<file path="config.mk">
export PLATFORM = sky130hd
export DESIGN_NAME = lrcb_manager
export DESIGN_NICKNAME = d
export VERILOG_FILES = /design/src/lrcb_pkg.sv /design/src/lrcb_manager.sv
export SDC_FILE = /design/constraint.sdc
export NUM_CORES = 1
export LEC_CHECK = 0
export ABC_CLOCK_PERIOD_IN_PS = 6400
export BUFFER_PORTS_ARGS = -buffer_cell sky130_fd_sc_hd__buf_2
export CORE_ASPECT_RATIO = 1.2
export CORE_MARGIN = 3
export CORE_UTILIZATION = 54
export CTS_CLUSTER_SIZE = 20
export DETAILED_ROUTE_END_ITERATION = 8
export HOLD_SLACK_MARGIN = 0.08
export MAX_ROUTING_LAYER = met4
export PLACE_DENSITY = 0.8
export SLEW_MARGIN = 20
export SYNTH_ARGS = -nofsm -noshare
export SYNTH_HDL_FRONTEND = slang
export SYNTH_SLANG_ARGS = --single-unit
</file>
<file path="constraint.sdc">
create_clock -name clk_sys -period 6.4 [get_ports clk_sys]
set_input_delay 0.64 -clock clk_sys [delete_from_list [all_inputs] [get_ports clk_sys]]
set_output_delay 0.64 -clock clk_sys [all_outputs]
set_load 0.05 [all_outputs]
</file>
<file path="src/lrcb_pkg.sv">
// Purpose: shared constants for the lockout, reset and chain baseline manager
// Assumes: single clock domain, clk_sys at 200 MHz
// Notes: chain composition arrives as one packed word per chain
`default_nettype none
package lrcb_pkg;
  localparam int unsigned CLK_MHZ = 200;
  localparam int unsigned DEBOUNCE_US = 1;
  localparam int unsigned DEBOUNCE_CYC = DEBOUNCE_US * CLK_MHZ;
  localparam int unsigned CNT_W = $clog2(DEBOUNCE_CYC + 1);
  localparam int unsigned N_IN = 4;
  localparam int unsigned N_OUT = 2;
  localparam int unsigned N_CHAIN = 2;
  localparam int unsigned COMP_W = 32;
  localparam logic [1:0] DB_IDLE = 2'h0;
  // startup sequencer states, one-hot
  typedef enum logic [3:0] {
    LRCB_ST_CONFIG = 4'h1,
    LRCB_ST_QUERY = 4'h2,
    LRCB_ST_WAIT_ACC = 4'h4,
    LRCB_ST_RUN = 4'h8
  } lrcb_state_t;
endpackage : lrcb_pkg
`default_nettype wire

</file>
<file path="src/lrcb_manager.sv">
// Purpose: fault lockout, reset handling and chain baseline tracking
// Assumes: pins are asynchronous to clk_sys; composition inputs are synchronous
// Notes: outputs come straight from flip-flops
//
// Functional notes
// - input lockout held until repaired and input cycled off then on.
// - output lockout cleared only by repair and its fault-clear reset cycle.
// - system faults cleared by cycling the designated system reset input.
// - exactly one reset source may be the system reset; others rejected.
// - safety-critical fault forces lockout and affected outputs off.
// - system reset with fault still present re-enters lockout immediately.
// - after new configuration, outputs off until a system reset.
// - press-control fault needs system reset, not input or output reset.
// - internal fault ignores system reset; only power cycle recovers.
// - non-monitored reset turns outputs on when reset becomes active.
// - outputs depend only on chain switching outputs, never diagnostics.
// - with discovery enabled, query every chain's count, positions and types.
// - at power-up store each chain's composition as baseline and report it.
// - no change flag for differences from before power loss.
// - manual baselining raises request flag; baseline set on partner accept.
// - without manual baselining, present composition becomes baseline.
// - manual-baselining and discovery settings are global for all chains.
// - with discovery, stored configuration follows newly detected compositions.
// - report composition changes with the chain identified.
// - chain change flag set to one until partner acknowledges.
`default_nettype none
module lrcb_manager
  import lrcb_pkg::*;
#(
  parameter int unsigned DEB_CYC = DEBOUNCE_CYC
) (
  input wire logic clk_sys,
  input wire logic rst,
  input wire logic [lrcb_pkg::N_IN-1:0] input_pin,
  input wire logic [lrcb_pkg::N_IN-1:0] input_fault,
  input wire logic [lrcb_pkg::N_IN-1:0] reset_pin,
  input wire logic [lrcb_pkg::N_IN-1:0] reset_is_system,
  input wire logic [lrcb_pkg::N_IN-1:0] reset_non_monitored,
  input wire logic [lrcb_pkg::N_OUT-1:0] fault_clear_node_sel_0,
  input wire logic [lrcb_pkg::N_OUT-1:0] fault_clear_node_sel_1,
  input wire logic [lrcb_pkg::N_OUT-1:0] output_fault,
  input wire logic [lrcb_pkg::N_OUT-1:0] output_demand,
  input wire logic [lrcb_pkg::N_IN-1:0] output_input_map,
  input wire logic sys_fault,
  input wire logic press_fault,
  input wire logic internal_fault,
  input wire logic virtual_reset,
  input wire logic virtual_reset_is_system,
  input wire logic config_loaded,
  input wire logic chain_auto_discovery,
  input wire logic startup_baseline_confirm,
  input wire logic baseline_accept,
  input wire logic [lrcb_pkg::N_CHAIN-1:0] chain_ack,
  input wire logic [lrcb_pkg::N_CHAIN-1:0] chain_comp_valid,
  input wire logic [lrcb_pkg::N_CHAIN*lrcb_pkg::COMP_W-1:0] chain_comp,
  input wire logic [lrcb_pkg::N_CHAIN-1:0] chain_diagnostic_info,
  output logic [lrcb_pkg::N_OUT-1:0] safety_switching_output,
  output logic [lrcb_pkg::N_IN-1:0] input_lockout,
  output logic [lrcb_pkg::N_OUT-1:0] output_lockout,
  output logic system_lockout,
  output logic config_error,
  output logic chain_query,
  output logic baseline_request_flag,
  output logic [lrcb_pkg::N_CHAIN-1:0] chain_changed,
  output logic [lrcb_pkg::N_CHAIN*lrcb_pkg::COMP_W-1:0] chain_baseline
);
  // --------------------------------------------------------------------
  // input synchronisers and debounce
  // --------------------------------------------------------------------
  localparam int unsigned NS = 2 * N_IN;
  logic [NS-1:0] meta_reg, sync_reg;
  always_ff @(posedge clk_sys or posedge rst) begin
    if (rst) begin
      meta_reg <= '0;
      sync_reg <= '0;
    end else begin
      meta_reg <= {reset_pin, input_pin};
      sync_reg <= meta_reg;
    end
  end

  logic [NS-1:0] stable_reg, stable_next, rise, fall;
  logic [NS-1:0][CNT_W-1:0] cnt_reg, cnt_next;
  genvar gi;
  generate
    for (gi = 0; gi < NS; gi++) begin : g_deb
      always_comb begin
        cnt_next[gi] = cnt_reg[gi];
        stable_next[gi] = stable_reg[gi];
        if (sync_reg[gi] == stable_reg[gi]) begin
          cnt_next[gi] = '0;
        end else if (cnt_reg[gi] >= CNT_W'(DEB_CYC - 1)) begin
          cnt_next[gi] = '0;
          stable_next[gi] = sync_reg[gi];
        end else begin
          cnt_next[gi] = cnt_reg[gi] + CNT_W'(1);
        end
      end
      assign rise[gi] = stable_next[gi] & ~stable_reg[gi];
      assign fall[gi] = ~stable_next[gi] & stable_reg[gi];
    end
  endgenerate

  always_ff @(posedge clk_sys or posedge rst) begin
    if (rst) begin
      cnt_reg <= '0;
      stable_reg <= '0;
    end else begin
      cnt_reg <= cnt_next;
      stable_reg <= stable_next;
    end
  end

  logic [N_IN-1:0] in_lvl, in_on, in_off, rst_rise, rst_fall;
  assign in_lvl = stable_reg[N_IN-1:0];
  assign in_on = rise[N_IN-1:0];
  assign in_off = fall[N_IN-1:0];
  assign rst_rise = rise[NS-1:N_IN];
  assign rst_fall = fall[NS-1:N_IN];

  // --------------------------------------------------------------------
  // reset cycle tracking
  // --------------------------------------------------------------------
  // armed once a debounced active level is seen; cycle completes on release
  logic [N_IN-1:0] armed_reg, armed_next, cyc_done, cyc_edge;
  always_comb begin
    armed_next = (armed_reg | rst_rise) & ~rst_fall;
    cyc_done = armed_reg & rst_fall;
    // non-monitored resets act on the active edge
    cyc_edge = (cyc_done & ~reset_non_monitored) | (rst_rise & reset_non_monitored);
  end

  // exactly one system reset source allowed
  logic [N_IN:0] sys_sel;
  logic one_sys;
  assign sys_sel = {virtual_reset_is_system, reset_is_system};
  assign one_sys = (sys_sel != '0) && ((sys_sel & (sys_sel - (N_IN + 1)'(1))) == '0);

  logic vr_reg, sys_cycle;
  assign sys_cycle = one_sys && (((cyc_edge & reset_is_system) != '0) ||
                     (virtual_reset_is_system && vr_reg && !virtual_reset));

  // --------------------------------------------------------------------
  // lockouts
  // --------------------------------------------------------------------
  logic [N_IN-1:0] in_lo_reg, in_lo_next, in_off_seen_reg, in_off_seen_next;
  logic [N_OUT-1:0] out_lo_reg, out_lo_next, out_clear;
  logic sys_lo_reg, sys_lo_next, press_reg, press_next, intl_reg, intl_next;
  logic cfg_wait_reg, cfg_wait_next;

  generate
    for (gi = 0; gi < N_OUT; gi++) begin : g_fr
      // each output picks its fault-clear node from the two reset inputs
      assign out_clear[gi] = (cyc_edge[0] & fault_clear_node_sel_0[gi]) |
                             (cyc_edge[1] & fault_clear_node_sel_1[gi]);
    end
  endgenerate

  always_comb begin
    in_off_seen_next = in_off_seen_reg | (in_lo_reg & in_off & ~input_fault);
    in_lo_next = in_lo_reg;
    // set beats clear for every latched fault
    for (int i = 0; i < N_IN; i++) begin
      if (input_fault[i]) begin
        in_lo_next[i] = 1'b1;
        in_off_seen_next[i] = 1'b0;
      end else if (in_lo_reg[i] && in_off_seen_reg[i] && in_on[i]) begin
        in_lo_next[i] = 1'b0;
        in_off_seen_next[i] = 1'b0;
      end
    end
    out_lo_next = output_fault | (out_lo_reg & ~out_clear);
    press_next = press_fault | (press_reg & ~sys_cycle);
    // a reset with the cause still present leaves the lockout set
    sys_lo_next = sys_fault | press_fault | (sys_lo_reg & ~sys_cycle);
    intl_next = intl_reg | internal_fault;
    cfg_wait_next = config_loaded | (cfg_wait_reg & ~sys_cycle);
  end

  always_ff @(posedge clk_sys or posedge rst) begin
    if (rst) begin
      armed_reg <= '0;
      vr_reg <= 1'b0;
      in_lo_reg <= '0;
      in_off_seen_reg <= '0;
      out_lo_reg <= '0;
      press_reg <= 1'b0;
      sys_lo_reg <= 1'b0;
      intl_reg <= 1'b0;
      cfg_wait_reg <= 1'b1;
    end else begin
      armed_reg <= armed_next;
      vr_reg <= virtual_reset;
      in_lo_reg <= in_lo_next;
      in_off_seen_reg <= in_off_seen_next;
      out_lo_reg <= out_lo_next;
      press_reg <= press_next;
      sys_lo_reg <= sys_lo_next;
      intl_reg <= intl_next;
      cfg_wait_reg <= cfg_wait_next;
    end
  end

  // --------------------------------------------------------------------
  // safety outputs
  // --------------------------------------------------------------------
  logic [N_OUT-1:0] sso_next;
  logic global_block;
  assign global_block = sys_lo_next | press_next | intl_next | cfg_wait_next | ~one_sys;
  generate
    for (gi = 0; gi < N_OUT; gi++) begin : g_out
      // diagnostic info is deliberately not part of this term
      assign sso_next[gi] = output_demand[gi] & ~global_block & ~out_lo_next[gi] &
                            ~((in_lo_next | ~in_lvl) != '0 && output_input_map != '0 &&
                              ((in_lo_next | ~in_lvl) & output_input_map) != '0);
    end
  endgenerate

  // --------------------------------------------------------------------
  // chain discovery and baseline
  // --------------------------------------------------------------------
  lrcb_state_t st_reg, st_next;
  logic [N_CHAIN*COMP_W-1:0] base_next;
  logic [N_CHAIN-1:0] chg_next;
  logic req_next, query_next;
  always_comb begin
    st_next = st_reg;
    base_next = chain_baseline;
    chg_next = chain_changed & ~chain_ack;
    req_next = 1'b0;
    query_next = 1'b0;
    case (st_reg)
      LRCB_ST_CONFIG: begin
        if (chain_auto_discovery) begin
          st_next = LRCB_ST_QUERY;
        end
      end
      LRCB_ST_QUERY: begin
        query_next = 1'b1;
        if (&chain_comp_valid) begin
          if (startup_baseline_confirm) begin
            st_next = LRCB_ST_WAIT_ACC;
          end else begin
            base_next = chain_comp;
            st_next = LRCB_ST_RUN;
          end
        end
      end
      LRCB_ST_WAIT_ACC: begin
        req_next = 1'b1;
        query_next = 1'b1;
        if (baseline_accept) begin
          base_next = chain_comp;
          req_next = 1'b0;
          st_next = LRCB_ST_RUN;
        end
      end
      LRCB_ST_RUN: begin
        query_next = 1'b1;
        for (int c = 0; c < N_CHAIN; c++) begin
          if (chain_comp_valid[c] && chain_comp[c*COMP_W +: COMP_W] != chain_baseline[c*COMP_W +: COMP_W]) begin
            base_next[c*COMP_W +: COMP_W] = chain_comp[c*COMP_W +: COMP_W];
            chg_next[c] = 1'b1;
          end
        end
        if (!chain_auto_discovery) begin
          st_next = LRCB_ST_CONFIG;
        end
      end
      default: begin
        st_next = LRCB_ST_CONFIG;
      end
    endcase
  end

  always_ff @(posedge clk_sys or posedge rst) begin
    if (rst) begin
      // no memory of pre-power-off composition is kept
      st_reg <= LRCB_ST_CONFIG;
      chain_baseline <= '0;
      chain_changed <= '0;
      baseline_request_flag <= 1'b0;
      chain_query <= 1'b0;
      safety_switching_output <= '0;
      input_lockout <= '0;
      output_lockout <= '0;
      system_lockout <= 1'b0;
      config_error <= 1'b0;
    end else begin
      st_reg <= st_next;
      chain_baseline <= base_next;
      chain_changed <= chg_next;
      baseline_request_flag <= req_next;
      chain_query <= query_next;
      safety_switching_output <= sso_next;
      input_lockout <= in_lo_next;
      output_lockout <= out_lo_next;
      system_lockout <= sys_lo_next | intl_next;
      config_error <= ~one_sys;
    end
  end
endmodule // lrcb_manager
`default_nettype wire

</file>
==> results of run 1 <==
==> cell families after synthesis <==
kind of cell / count (synthesis) / share of synthesized area, %
flip-flops: 183 / 53.5
multiplexers: 71 / 12.0
AND/OR/NAND/NOR: 232 / 13.9
AO/OA/AOI/OAI: 76 / 6.49
XOR/XNOR: 113 / 11.6
buffers and inverters: 19 / 1.39
adder cells (fa/ha/maj): 8 / 1.17
==> Yosys cell counts (8+ instances only) <==
| master | n | area, um^2 |
|---|---|---|
| nor4_1 | 18 | 113 |
| nand3_1 | 33 | 165 |
| a21o_1 | 11 | 82.6 |
| mux2_4 | 60 | 901 |
| and3_1 | 25 | 156 |
| a21oi_1 | 15 | 75.1 |
| ha_1 | 8 | 100 |
| nand2_1 | 33 | 124 |
| xor2_1 | 97 | 850 |
| o21ai_0 | 12 | 60.1 |
| xnor2_1 | 16 | 140 |
| dfrtp_1 | 181 | 4530 |
| a31oi_1 | 11 | 68.8 |
| nor2_1 | 82 | 308 |
| inv_1 | 10 | 37.5 |
==> metal layers <==
layer | share of wire, % | wire length, um | vias up
met5 | 0 | 0 | -
met4 | 1.9 | 327 | 0
met3 | 5.0 | 854 | 25
met2 | 51 | 8640 | 150
met1 | 43 | 7280 | 2837
li1 | - | - | 2860
==> worst max-delay path, stage by stage (launching register included) <==
cell and delay [ps]:
dfrtp_1 420, xor2_1 170, nor4_1 450, nand4_1 220, o21ai_1 340, a21oi_4 90
buf_4 330, mux2_1 370
==> report_power, final <==
part	internal [mW]	switching (mW)	leakage, nW
clock network	0.551	0.456	0.268
logic	0.581	1.09	2.34
registers	1.40	0.240	2.28
total	2.53	1.79	4.89
==> per-stage QoR <==
stage                     cell area (um^2)  worst slack (ps)  instances  hold slack (ps)
after floorplan                       8560               791        702              331
after global placement                9730              3560       1089              333
after detailed placement              9730              3610       1089              336
after CTS                            10300              3920       1121              166
after global routing                 10300              3770       1121              177
final                                10300              3900       1121              175
==> final cells by class <==
class,count,area share [%]
Clock buffer,19,4.30
Timing Repair Buffer,192,9.43
Inverter,10,0.413
Tap cell,204,2.48
Multi-Input combinational cell,500,37.7
Sequential cell,183,44.5
Clock inverter,13,1.18
==> path summary, 6_finish.rpt <==
check                                               start                        endpoint  cells past startpoint
max                        chain_baseline[40]$_DFFE_PP0P_  chain_baseline[37]$_DFFE_PP0P_                      7
min                                                   rst  chain_baseline[57]$_DFFE_PP0P_                      2
max reg2reg                chain_baseline[40]$_DFFE_PP0P_  chain_baseline[37]$_DFFE_PP0P_                      7
min reg2reg                         meta_reg[6]$_DFF_PP0_           sync_reg[6]$_DFF_PP0_                      0
max in group asynchronous                             rst           meta_reg[1]$_DFF_PP0_                      3
min in group clk_sys                         input_pin[0]           meta_reg[0]$_DFF_PP0_                      1
==> out/qor.txt, run 1 <==
Post-DP HPWL - 12.3 mm
Met1 Use GR - 25.5%
Met2 usage - 34.1%
Vias in the first global route - 6034
CP arrival - 2820 ps
WL per Instance - 15.3 um
Ys flop type - dfrtp_1
#FFs+latches synth - 183
Drt pass-1 iters - 4
Total wire length - 17.1 mm
Hold WC Path Type - in2async
Initial antenna violation count - 0
Worst-path fanout max - 32
Drt drc - 0
Final nets - 1025
Worst-Margin Slew - 969 ps
GPL Wtd Cong - 0.780
Most frequent cells in the layout - 188 x buf_2, 181 x dfrtp_1, 97 x xor2_1, 82 x nor2_1, 60 x mux2_4
Total CTS buffers - 17
Seq/Total Area, Yosys - 53.5%
Final setup viols - 0
Reg2Reg Setup Slack - 3900 ps
Synth warn - 0
Syn Area/Cell - 12.2 um^2
Final worst-path cycle share - 39.1%
Layout area overhead - 20.2%
Layout cells sized above 1 - 34.0%
PortBufs - 188
Fin. max-slew vios - 0
Clock-pin slew on the worst setup and hold paths - 70 ps
Syn Nets - 823
Routed Antenna Nets - 0
Setup tns final - 0 ps
RSZ-0062 raised after global routing - no
GRT Util Overall - 20.9%
CP Capture Type - flip-flop
Max Cap Viol - 0
Final hold vios - 0
DR vias/cell - 5.24
Cts hold-fix bufs - 0
Leak - 4.89 nW
Worst setup path class - reg2reg
Die Ht - 144 um
# diodes - 0
Initial Utilization - 56.1%
Post-synthesis async set-or-reset flop share - 100%
Cells after Synth - 702
Maximum VDD drop - 0.331 mV
First-pass GRT wire length - 28.3 mm
Max Root-Sink Buffers - 2
Io pins - 191
Multi-input gate area - 3880 um^2
Pwr Total - 4.32 mW
Sequential Area - 4580 um^2
Die Area - 17400 um^2
Critical Path Source Type - flip-flop
Worst Path Required - 6710 ps
Most common cell after layout, fill and taps aside - buf_2
Post-CTS setup buffers - 0
Max Fclk - 0.400 GHz
Core area - 15300 um^2
DR iter-0 viols - 239
Root Driver - clkbuf_16
CTS tree - built
# rows - 49
Die X - 121 um
GR peak layer - met2
H-tree level count - 4
Number of synthesized flops with an enable pin - 0
Global Route met3 Usage - 4.53%
Worst rel slew slack - 35.4%
TritonCTS Sinks - 183
Clk_skew - 8.23 ps
Status - completed
Post-cts resize count - 0
Power per Cell Area - 420 nW/um^2
Post-layout util - 67.4%
Final min period - 2500 ps
Largest net degree at the start of global routing - 79
Cell area after synthesis - 8560 um^2
Clock Latency Late Sink - 430 ps
Netlist cell types - 63
Global route total overflow - 0
Filler cells - 1191
Detailed-route via count - 5872
No activity file was read; power rests on OpenSTA's default activity.
==> run 2: changes to the inputs <==
Settings changed: ABC_CLOCK_PERIOD_IN_PS 6400 to 2100, CORE_UTILIZATION 54 to 49, PLACE_DENSITY 0.8 to 0.76.
Clock period 6.4 ns to 2.1 ns, I/O delays scaled along.
==> run 2 against run 1 <==
Compared with the run above:
- the flow now finishes with violations (setup timing)
- non-clock buffer count grew 131
- critical path depth grew 1
- maximum frequency grew 11%
- critical endpoint is now chain_baseline[12]$_DFFE_PP0P_
- via count grew 14%
- combinational power grew to 3.6 times the previous value
- largest power group unchanged
- cell count grew 13%
- die area grew 9.7%
- highest routed layer unchanged
- register-to-register slack lost 4000 ps
- worst setup slack lost 4000 ps
==> out/qor.txt, run 2 (same netlist as run 1, synthesis figures left out) <==
Status - finished with violations
Failing checks - setup timing
Final nets - 1156 (+13%)
Pwr Total - 14.5 mW (+240%)
Met2 wire length - 11.0 mm (+28%)
Setup WS post-layout - -148 ps (-4050 ps)
Layout cells sized above 1 - 35.3% (+1.3 points)
CTS tree - built
Fin. max-slew vios - 0 (unchanged)
WL per Instance - 17.3 um (+13%)
Die X - 127 um (+4.7%)
Cell Int Power - 8.58 mW (+240%)
Most frequent cells in the layout - 186 x buf_2, 180 x dfrtp_1, 97 x xor2_1, 90 x dlygate4sd3_1, 82 x nor2_1
Post-DP HPWL - 13.1 mm (+7.0%)
Worst Path Required - 2420 ps (-4290 ps)
Critical-path cell with the highest stage delay - dfrtp_1
DR vias/cell - 5.29 (+1.0%)
Core area - 17000 um^2 (+11%)
# rows - 52 (+6.1%)
Max Root-Sink Buffers - 2 (unchanged)
Final setup viols - 63 (+63)
WL met3 - 1.11 mm (+29%)
Clk_skew - 12.0 ps (+3.72 ps)
Post-layout util - 69.6% (+2.1 points)
Switching power total - 5.92 mW (+230%)
Max Cap Viol - 0 (unchanged)
Initial antenna violation count - 0 (unchanged)
CP arrival - 2560 ps (-260 ps)
First-pass GRT wire length - 34.3 mm (+21%)
H-tree level count - 4 (unchanged)
Die Ht - 151 um (+4.8%)
CP delay by family, top - simple AND/OR/NAND/NOR gates
Vias in the first global route - 7051 (+17%)
Final worst-path cycle share - 107% (+68 points)
Global route total overflow - 0 (unchanged)
# diodes - 0 (unchanged)
DR iter-0 viols - 336 (+41%)
Drt drc - 0 (unchanged)
Comb power frac - 41.9% (+3.1 points)
Setup tns final - -7690 ps (-7690 ps)
Largest net degree at the start of global routing - 89 (+13%)
Drt pass-1 iters - 4 (unchanged)
Cell Chain, Critical Path - xor2_1 > nor4_1 > buf_4 > nand4_1 > o21ai_2 > a21oi_4 > clkbuf_16 > mux2_4
Total CTS buffers - 17 (unchanged)
Maximum VDD drop - 1.22 mV (+270%)
Worst path bufs/invs - 2 (+1)
Io pins - 191 (unchanged)
Leak - 5.57 nW (+14%)
Clock share of power - 23.5% (+0.2 points)
Worst rel slew slack - 56.1% (+21 points)
CP Capture Type - flip-flop
Clock Latency Late Sink - 430 ps (about the same)
Place WS - -111 ps (-3720 ps)
Detailed-route via count - 6687 (+14%)
GPL Wtd Cong - 0.836 (+7.2%)
Layout area overhead - 38.0%
Worst setup path class - reg2reg
GRT Util Overall - 23.1% (+2.2 points)
Crit path largest cell delay - 420 ps (-30 ps)
Total wire length - 21.8 mm (+28%)
Flop pwr share - 34.6% (-3.3 points)
TritonCTS Sinks - 183 (unchanged)
Final hold vios - 0 (unchanged)
Clock-pin slew on the worst setup and hold paths - 70 ps (about the same)
Final min period - 2250 ps (-254 ps)
Routed Antenna Nets - 0 (unchanged)
Sw frac - 40.8% (-0.62 points)
Filler cells - 1135 (-4.7%)
Top Metal Used - met4
Most common cell after layout, fill and taps aside - buf_2
Root Driver - clkbuf_16
RSZ-0062 raised after global routing - yes
Power per Cell Area - 1230 nW/um^2 (+190%)
PortBufs - 188 (unchanged)
Met1 wire length - 8.99 mm (+24%)
Die Area - 19100 um^2 (+9.7%)
Initial Utilization - 50.4% (-5.7 points)
Critical Path Source Type - flip-flop
Worst-path fanout max - 7 (-78%)
Hold WC Path Type - in2reg
Max Fclk - 0.445 GHz (+11%)
Worst-Margin Slew - 653 ps (-315 ps)
==> run 2: changes by cell type in the layout (fill, tap and decap cells not counted), moves of 2 or more <==
cell,before,now
buf_4,4,36
nor4_1,18,8
inv_6,4,2
nor4_2,1,11
buf_12,0,7
dlygate4sd3_1,0,90
mux2_1,4,0
clkbuf_16,17,20
buf_2,188,186
bufinv_16,1,4
mux2_4,60,64
==> run 2: worst min-delay path, cell delays in order <==
cell and delay, ps:
buf_2 120, o31ai_2 110, inv_1 60
==> run 2: power by group through the flow <==
| stage | combinational (mW) | clock (mW) | sequential, mW |
|---|---|---|---|
| 3_3_place_gp | 5.46 | 0 | 4.94 |
| 4_1_cts | 5.75 | 3.48 | 4.93 |
| 5_1_grt | 6.31 | 3.62 | 5.10 |
| 3_5_place_dp | 5.55 | 0 | 4.96 |
| 6_report | 6.07 | 3.41 | 5.02 |
| 2_1_floorplan | 1.77 | 0 | 7.18 |
==> run 2: final cells by class <==
type                            instances  area, um^2  area share, %
Multi-Input combinational cell        500        3960           33.5
Inverter                               10        41.3          0.350
Tap cell                              216         270           2.29
Timing Repair Buffer                  323        2330           19.7
Clock inverter                         12         173           1.46
Sequential cell                       183        4580           38.8
Clock buffer                           20         457           3.87
==> run 2: path summary, 6_finish.rpt <==
kind,from,end,slack [ps],cells after the start
max,chain_baseline[24]$_DFFE_PP0P_,chain_baseline[12]$_DFFE_PP0P_,-150,8
min,reset_is_system[1],config_error$_DFF_PP0_,100,3
max reg2reg,chain_baseline[24]$_DFFE_PP0P_,chain_baseline[12]$_DFFE_PP0P_,-150,8
min reg2reg,meta_reg[6]$_DFF_PP0_,sync_reg[6]$_DFF_PP0_,350,0
max in group asynchronous,rst,cfg_wait_reg$_DFF_PP1_,1090,4
min in group asynchronous,rst,chain_baseline[57]$_DFFE_PP0P_,270,3
==> run 2: repair_timing <==
| action | in CTS | in global routing |
|---|---|---|
| gates resized for setup | 7 | 11 |
| endpoints found under the hold margin | 102 | 0 |
| pin swaps | 4 | 10 |
| cloned | 0 | 3 |
| setup endpoints to repair | 62 | 65 |
| hold buffers | 90 | 0 |
| setup buffers | 1 | 6 |
==> run 2: stage by stage <==
step | hold WS [ps] | instance area [um^2] | std cells
final | 105 | 11800 | 1264
after global routing | 113 | 11800 | 1264
after CTS | 86.4 | 11600 | 1257
after detailed placement | 171 | 10100 | 1134
after global placement | 170 | 10100 | 1134
after floorplan | 241 | 8570 | 702
==> run 2: metal layers <==
layer	GRT usage [%]	up-vias
met4	9.71	0
met2	38.3	238
met1	27.5	3256
li1	-	3134
met5	-	-
met3	5.01	59
